File: src/design/crs_defs.vh
// constants for the cpu core register set
`ifndef CRS_DEFS_VH
`define CRS_DEFS_VH
// flag bit positions
`define CRS_F_GIE      0
`define CRS_F_ZERO     1
`define CRS_F_CARRY    2
`define CRS_F_SUPER    3
`define CRS_F_BANK     4
// writable flag bits: bank, carry, zero, irq enable
`define CRS_F_WMASK    8'h17
// reset values
`define CRS_F_RESET    8'h02
`define CRS_REG_RESET  8'h00
`define CRS_PC_RESET   16'h0000
// explicit register-space address of the flags register
`define CRS_F_ADDR     8'hf7
// addressing modes
`define CRS_MODE_IMM   2'h0
`define CRS_MODE_DIR   2'h1
`define CRS_MODE_IDX   2'h2
// destinations
`define CRS_DST_A      2'h0
`define CRS_DST_F      2'h1
`define CRS_DST_SP     2'h2
`define CRS_DST_X      2'h3
// alu operations
`define CRS_OP_MOV     3'h0
`define CRS_OP_ADD     3'h1
`define CRS_OP_AND     3'h2
`define CRS_OP_OR      3'h3
`define CRS_OP_XOR     3'h4
`define CRS_OP_SUB     3'h5
`define CRS_OP_SHL     3'h6
`define CRS_OP_SHR     3'h7
// stack pointer actions
`define CRS_SP_HOLD    3'h0
`define CRS_SP_PUSH    3'h1
`define CRS_SP_POP     3'h2
`define CRS_SP_CALL    3'h3
`define CRS_SP_RET     3'h4
`define CRS_SP_INTERRUPT_EXIT_OP    3'h5
`define CRS_SP_ADD     3'h6
`define CRS_SP_SWAP    3'h7
// instruction length of the source modes in bytes
`define CRS_SRC_LEN    16'h0002
`endif

File: src/design/crs_core_regs.v
// cpu core register set with source immediate, direct and indexed modes
`timescale 1ns/10ps
`include "crs_defs.vh"

// Summary of operation
// - sixteen-bit program counter covers program memory
// - counter also shown as high, low bytes
// - accumulator takes results aimed at it
// - index register offsets indexed source addresses
// - stack pointer moves on stack instructions
// - core registers other than the flags hidden from register space
// - zero bit1, carry bit2, privilege bit3
// - flags bit0 is global interrupt enable
// - privilege bit read-only, shows supervisor state
// - carry follows carry of alu operation
// - zero set when alu result is zero
// - flag update depends on the instruction
// - flags written only by and/or
// - flags readable only at address f7
// - flags bit4 selects register bank
// - reset loads zero flag, all else zero
// - immediate mode uses operand, two bytes
// - direct mode fetches operand address, two bytes
// - indexed mode adds operand to index
module crs_core_regs (
  input  wire       clk_in,        // cpu clock
  input  wire       arst_n_in,     // asynchronous reset, active low
  input  wire       exec_in,       // one-cycle pulse: execute instruction
  input  wire [1:0] mode_in,       // source addressing mode
  input  wire [2:0] op_in,         // alu operation
  input  wire [1:0] dst_in,        // destination register
  input  wire       second_x_in,   // second source is index, not acc
  input  wire [7:0] operand_in,    // operand 1 byte
  input  wire [7:0] src_data_in,   // data fetched from memory/reg space
  input  wire       src_is_reg_in, // fetch targets register space
  input  wire [2:0] sp_op_in,      // stack pointer action
  input  wire [7:0] sp_arg_in,     // add amount or swap value for sp
  input  wire       super_in,      // cpu runs supervisor code
  input  wire       jump_in,       // load program counter
  input  wire [15:0] jump_addr_in, // program counter target
  output reg  [7:0] acc_out,       // accumulator
  output reg  [7:0] index_out,     // index register
  output reg  [7:0] sp_out,        // stack top pointer
  output reg  [7:0] flags_out,     // flags as read at address f7
  output reg  [7:0] pc_high_out,   // program counter high byte
  output reg  [7:0] pc_low_out,    // program counter low byte
  output reg  [7:0] src_addr_out,  // source address for the fetch
  output reg        src_reg_out,   // fetch is to register space
  output reg        bank_sel_out,  // register bank select
  output reg        irq_en_out,    // global interrupt enable
  output reg        f_read_ok_out  // fetch address hits the flags
);

  // architectural state
  reg  [7:0]  acc_q;       // accumulator
  reg  [7:0]  index_q;     // index register
  reg  [7:0]  sp_q;        // stack top pointer
  reg  [7:0]  flags_q;     // flags, reserved bits held at zero
  reg  [15:0] pc_q;        // program counter
  reg         super_s1_q;  // supervisor state synchroniser stage 1
  reg         super_s2_q;  // supervisor state synchroniser stage 2

  // combinational datapath
  reg  [7:0]  src_val;     // first source value
  reg  [7:0]  second_val;  // second source value
  reg  [8:0]  alu_res;     // result with carry out
  reg         alu_logic;   // operation changes carry and zero
  reg  [7:0]  src_addr_d;  // source address for the fetch
  reg  [7:0]  flags_d;     // next flags
  reg  [7:0]  sp_d;        // next stack pointer

  // flags as software sees them, with reserved bits forced low
  function [7:0] flag_view;
    input [7:0] f;
    input       sup;
    begin
      flag_view = (f & `CRS_F_WMASK);
      flag_view[`CRS_F_SUPER] = sup;
    end
  endfunction

  // supervisor level comes from outside logic; resynchronise it
  always @(posedge clk_in or negedge arst_n_in) begin
    if (!arst_n_in) begin
      super_s1_q <= 1'b0;
      super_s2_q <= 1'b0;
    end else begin
      super_s1_q <= super_in;
      super_s2_q <= super_s1_q;
    end
  end

  // source address: direct uses operand, indexed adds the index
  always @* begin
    case (mode_in)
      `CRS_MODE_IDX: src_addr_d = operand_in + index_q;
      `CRS_MODE_DIR: src_addr_d = operand_in;
      default:       src_addr_d = operand_in;
    endcase
  end

  // pick operands and run the alu
  always @* begin
    // immediate takes the operand byte, the others the fetched byte
    if (mode_in == `CRS_MODE_IMM) begin
      src_val = operand_in;
    end else begin
      src_val = src_data_in;
    end
    // and/or into flags combine with the flags themselves
    if (mode_in == `CRS_MODE_IMM && dst_in == `CRS_DST_F) begin
      second_val = flags_q;
    end else if (second_x_in) begin
      second_val = index_q;
    end else begin
      second_val = acc_q;
    end
    alu_logic = 1'b1;
    case (op_in)
      `CRS_OP_MOV: begin
        alu_res   = {1'b0, src_val};
        alu_logic = 1'b0;
      end
      `CRS_OP_ADD: alu_res = {1'b0, second_val} + {1'b0, src_val};
      `CRS_OP_SUB: alu_res = {1'b0, second_val} - {1'b0, src_val};
      `CRS_OP_AND: alu_res = {1'b0, second_val & src_val};
      `CRS_OP_OR:  alu_res = {1'b0, second_val | src_val};
      `CRS_OP_XOR: alu_res = {1'b0, second_val ^ src_val};
      `CRS_OP_SHL: alu_res = {src_val, 1'b0};
      `CRS_OP_SHR: alu_res = {src_val[0], 1'b0, src_val[7:1]};
      default: begin
        alu_res   = {1'b0, src_val};
        alu_logic = 1'b0;
      end
    endcase
  end

  // next flags value
  always @* begin
    flags_d = flags_q;
    if (exec_in) begin
      if (mode_in == `CRS_MODE_IMM && dst_in == `CRS_DST_F) begin
        // only and/or may write the flags; others leave them alone
        if (op_in == `CRS_OP_AND || op_in == `CRS_OP_OR) begin
          flags_d = alu_res[7:0] & `CRS_F_WMASK;
        end
      end else if (alu_logic) begin
        flags_d[`CRS_F_CARRY] = alu_res[8];
        flags_d[`CRS_F_ZERO]  = (alu_res[7:0] == 8'h00);
      end
    end
  end

  // next stack pointer
  always @* begin
    sp_d = sp_q;
    if (exec_in && mode_in == `CRS_MODE_IMM && dst_in == `CRS_DST_SP) begin
      sp_d = alu_res[7:0];
    end else begin
      case (sp_op_in)
        `CRS_SP_PUSH: sp_d = sp_q + 8'h01;
        `CRS_SP_POP:  sp_d = sp_q - 8'h01;
        `CRS_SP_CALL: sp_d = sp_q + 8'h02;  // two return bytes
        `CRS_SP_RET:  sp_d = sp_q - 8'h02;
        `CRS_SP_INTERRUPT_EXIT_OP: sp_d = sp_q - 8'h03;  // return bytes and flags
        `CRS_SP_ADD:  sp_d = sp_q + sp_arg_in;
        `CRS_SP_SWAP: sp_d = sp_arg_in;
        default:      sp_d = sp_q;
      endcase
    end
  end

  // state registers; execution, stack actions and jumps change them, no store path exists
  always @(posedge clk_in or negedge arst_n_in) begin
    if (!arst_n_in) begin
      acc_q   <= `CRS_REG_RESET;
      index_q <= `CRS_REG_RESET;
      sp_q    <= `CRS_REG_RESET;
      flags_q <= `CRS_F_RESET;
      pc_q    <= `CRS_PC_RESET;
    end else begin
      flags_q <= flags_d;
      sp_q    <= sp_d;
      if (exec_in) begin
        // immediate may target any of four; other modes only a or x
        if (dst_in == `CRS_DST_A) begin
          acc_q <= alu_res[7:0];
        end else if (dst_in == `CRS_DST_X) begin
          index_q <= alu_res[7:0];
        end
      end
      // jumps win over stepping past a two-byte instruction
      if (jump_in) begin
        pc_q <= jump_addr_in;
      end else if (exec_in) begin
        pc_q <= pc_q + `CRS_SRC_LEN;
      end
    end
  end

  // registered outputs
  always @(posedge clk_in or negedge arst_n_in) begin
    if (!arst_n_in) begin
      acc_out       <= `CRS_REG_RESET;
      index_out     <= `CRS_REG_RESET;
      sp_out        <= `CRS_REG_RESET;
      flags_out     <= `CRS_F_RESET;
      pc_high_out   <= `CRS_REG_RESET;
      pc_low_out    <= `CRS_REG_RESET;
      src_addr_out  <= `CRS_REG_RESET;
      src_reg_out   <= 1'b0;
      bank_sel_out  <= 1'b0;
      irq_en_out    <= 1'b0;
      f_read_ok_out <= 1'b0;
    end else begin
      acc_out       <= acc_q;
      index_out     <= index_q;
      sp_out        <= sp_q;
      flags_out     <= flag_view(flags_q, super_s2_q);
      pc_high_out   <= pc_q[15:8];
      pc_low_out    <= pc_q[7:0];
      src_addr_out  <= src_addr_d;
      src_reg_out   <= src_is_reg_in;
      bank_sel_out  <= flags_q[`CRS_F_BANK];
      irq_en_out    <= flags_q[`CRS_F_GIE];
      // the flags answer a register read only at their own address
      f_read_ok_out <= src_is_reg_in &&
                       (src_addr_d == `CRS_F_ADDR);
    end
  end

endmodule // crs_core_regs

File: config.mk
export PLATFORM = sky130hd
export DESIGN_NAME = crs_core_regs
export DESIGN_NICKNAME = d
export VERILOG_FILES = /design/src/design/crs_core_regs.v
export VERILOG_INCLUDE_DIRS = /design/src /design/src/design
export SDC_FILE = /design/constraint.sdc
export NUM_CORES = 1
export LEC_CHECK = 0
export BUFFER_PORTS_ARGS = -buffer_cell sky130_fd_sc_hd__buf_2
export CAP_MARGIN = 10
export CORE_ASPECT_RATIO = 0.8
export CORE_MARGIN = 10
export CORE_UTILIZATION = 30
export CTS_BUF_LIST = sky130_fd_sc_hd__clkbuf_16
export DETAILED_ROUTE_END_ITERATION = 10
export GPL_ROUTABILITY_DRIVEN = 0
export HOLD_SLACK_MARGIN = 0.02
export SLEW_MARGIN = 20
export SYNTH_ARGS = -nofsm -noshare
export SYNTH_HDL_FRONTEND = slang
export SYNTH_SLANG_ARGS = --single-unit
File: constraint.sdc
create_clock -name clk_in -period 2.5 [get_ports clk_in]
set_input_delay 0.125 -clock clk_in [delete_from_list [all_inputs] [get_ports clk_in]]
set_output_delay 0.125 -clock clk_in [all_outputs]
set_load 0.02 [all_outputs]
==> flow_summary.yaml <==
outcome:
  status: "finished with violations"
  violations: "setup timing"
place:
  hpwl_mm: 15.20
  portBuffers: 113
  dp_slack_ns: -0.6454
pwr:
  ir_worst_vdd_mv: 0.4103
  seq_power_share: 0.317
  p_comb_frac: 0.485
  powerDensity_nw_per_um2: 794.1
  p_sw_frac: 0.3754
  leakage_nw: 4.183
  p_switching_mw: 2.635
  pwr-share-clk: 0.198
  intPower_mw: 4.385
logic_synthesis:
  synth-xor-area-share: 0.05049
  synth.area.top_cells: "dfrtp_1 40%, ha_1 8.0%, o21ai_0 5.6%"
  ys_types: 74
  netlist_instances: 663
  syn_area_sq_um: 6245
  yosys-mux-area-fraction: 0.05750
  synthAdderAreaFrac: 0.09297
  yosys.area_share.simple: 0.1571
  synth_warnings: 0
  synth_top_family_by_area: "compound AO/OA/AOI/OAI gates"
  synth_compound_area_frac: 0.1895
  synth-async-reset-ratio: 1.000
  synth_edf_count: 0
  synth_seq_area_share: 0.4051
  synth_seq_cells: 101
  synth_top_area_cell: "dfrtp_1"
  syn-mean-instance-area_sq_um: 9.419
  synth_top_cell_area_share: 0.3967
  yosys_most_used_dff: "dfrtp_1"
floorplan:
  fp.dieW_microns: 181.3
  die_y_microns: 149.0
  fp-row-count: 47
  io_pins: 117
  die_area_sq_um: 27020
  initial_core_util: 0.3034
  core_area_sq_um: 20580
final_layout:
  layout_common_cells: "119 x buf_4, 110 x buf_2, 99 x dfrtp_1, 66 x nand2_1, 52 x o21ai_0"
  final_common_cell: "buf_4"
  nNetsFinal: 1001
  drive_gt1_frac: 0.3790
  diodes: 0
  area_growth_pct: 41.55
routing:
  vias: 5887
  via_per_inst: 5.014
  dr.pass1.iters: 4
  drc: 0
  wirelength_mm: 20.24
  antenna_left: 0
  drt_iter0_drc: 501
  wl_per_cell_microns: 17.24
global_route:
  antenna_found_initial: 0
  grt_pass1_vias: 5832
  grtUsageTotal: 0.1465
  grt_first_pass_wirelength_mm: 32.41
  grt-ovfl-total: 0
  grt_max_degree: 65
flow_run:
  maxCapViolations: 0
timing:
  setup-tns-final_ns: -0.6235
  slew_headroom: 0.4676
  tightestPinTransition_ns: 0.7986
  fin_crit_ns: 2.625
  whs_ns: 0.03978
  final.setup.worst_slack_ns: -0.1248
  max_freq_mhz: 381.0
  skew_ns: 0.01056
  finalCritPeriodShare: 1.050
  drv_slew: 0
  grt_setup_unrepaired: "yes"
  finalSetupViolCount: 11
  finalHoldViolCount: 0
clocking:
  cts_tree: "built"
  clkTransAtPathRegs_ns: 0.07
  clk_path_buf_depth: 2
  clk_latency_ns: 0.35
  clock_sinks: 101
  cts_root_buffer: "clkbuf_16"
  cts_buffers: 9
  cts_htree_levels: 3
setup_path:
  start_kind: "primary input"
  crit_path_cell_trace: "buf_8 > buf_6 > nor2_4 > mux2i_4 > and4_4 > nand2_4 > o21ai_2 > xnor2_1 > ha_1 > buf_6 > a21oi_4 > o32ai_2 > nand2_1 > a22oi_2 > a211oi_2 > o21ai_1 > a31o_1"
  cp_max_fo: 4
  cpMostUsedCell: "buf_6"
  cpMaxStageDelayCell: "ha_1"
  slowest_delay_ns: 0.33
  cp.arrival_ns: 2.86
  worstSetupPathType: "primary input to flip-flop"
  crit_required_ns: 2.74
  crit_path_end_kind: "flip-flop"
worst_hold_path:
  worstHoldPathType: "primary input to flip-flop"
==> power by group through the flow <==
| stage | combinational, mW | sequential (mW) | clock, mW |
|---|---|---|---|
| after floorplan | 1.57 | 2.45 | 0 |
| after global placement | 3.02 | 2.26 | 0 |
| after detailed placement | 3.05 | 2.26 | 0 |
| after CTS | 3.21 | 2.23 | 1.44 |
| after global routing | 3.74 | 2.27 | 1.51 |
| final | 3.40 | 2.23 | 1.39 |
==> stage by stage <==
| stage | total power, mW | instances | instance area [sq um] | util |
|---|---|---|---|---|
| 2_1_floorplan | 4.023 | 665 | 6340 | - |
| 3_3_place_gp | 5.280 | 1131 | 7983 | 0.3878 |
| 3_5_place_dp | 5.304 | 1131 | 7983 | 0.3878 |
| 4_1_cts | 6.885 | 1170 | 8676 | 0.4215 |
| 5_1_grt | 7.519 | 1174 | 8840 | 0.4295 |
| 6_report | 7.020 | 1174 | 8840 | 0.4295 |
==> Yosys cell counts (all sizes together) (5+ instances only) <==
master / number
dfrtp: 99
o21ai: 71
nand2: 69
ha: 40
nor2: 37
a21oi: 36
inv: 31
clkbuf: 24
mux2i: 20
xnor2: 20
nand3: 18
xor2: 16
buf: 12
mux2: 11
nor3: 11
a211oi: 10
nand2b: 8
or3: 8
and3: 7
a21o: 6
and4: 6
o211ai: 6
o21a: 6
a31oi: 5
==> repair_timing <==
item,CTS,global route
hold endpoints to repair,78,0
gates resized for setup,52,33
gates cloned,0,0
pin swaps,26,26
endpoints found under the setup margin,20,22
setup buffers,7,5
hold buffers,16,0
==> cell families (layout without fill, tap and decap cells) <==
kind of cell,Yosys count,in the layout
AOI/OAI and AO/OA,186,186
xor gates and xnor gates,36,36
adders and majority gates,44,44
buffers and inverters,68,308
DFF,101,101
muxes,32,32
other,1,3
and+or+nand+nor,195,195
==> worst max-delay path, delay by kind of cell <==
family	cells	cell delay [ns]
AO/OA/AOI/OAI	7	1.02
buffers and inverters	3	0.37
AND/OR/NAND/NOR	4	0.63
adder cells (fa/ha/maj)	1	0.33
multiplexers	1	0.29
XOR/XNOR	1	0.09
==> area by class of cell <==
| class | instances | area [sq um] |
|---|---|---|
| inverter | 32 | 125.1 |
| clock buffer | 9 | 225.2 |
| clock inverter | 7 | 65.06 |
| fill | 1971 | 11740 |
| timing repair buffer | 260 | 1798 |
| tap | 269 | 336.6 |
| sequential | 101 | 2530 |
| multi-input combinational | 496 | 3760 |
==> layer usage <==
layer  up-vias  track usage  part of all wire
met5         -            0                 0
met1      2807       0.1964              0.46
met2       201       0.2325              0.46
li1       2849            -                 -
met3        30      0.03225             0.063
met4         0      0.04263             0.019
==> path summary, 6_finish.rpt <==
check | start | endpoint | slack [ns] | depth (start not counted)
setup reg to reg | acc_q[1] | sp_q[7] | -0.11 | 11
setup / recovery | mode_in[0] | sp_q[7] | -0.12 | 17
max in group asynchronous | arst_n_in | flags_q[1] | 1.34 | 3
min in group asynchronous | arst_n_in | src_addr_out[1] | 0.42 | 2
hold reg to reg | super_s2_q | flags_out[3] | 0.36 | 0
hold / removal | jump_addr_in[1] | pc_q[1] | 0.04 | 3
==> state kept, by name, indices dropped and copies added (netlist names) <==
| signal | count |
|---|---|
| acc_out | 8 |
| src_reg_out | 1 |
| super_s1_q | 1 |
| sp_q | 8 |
| pc_q | 16 |
| pc_low_out | 8 |
| acc_q | 8 |
| pc_high_out | 8 |
| f_read_ok_out | 1 |
| sp_out | 8 |
| index_q | 8 |
| src_addr_out | 8 |
| flags_out | 5 |
| super_s2_q | 1 |
| index_out | 8 |
| flags_q | 4 |
Power figures use the tool's default switching activity.
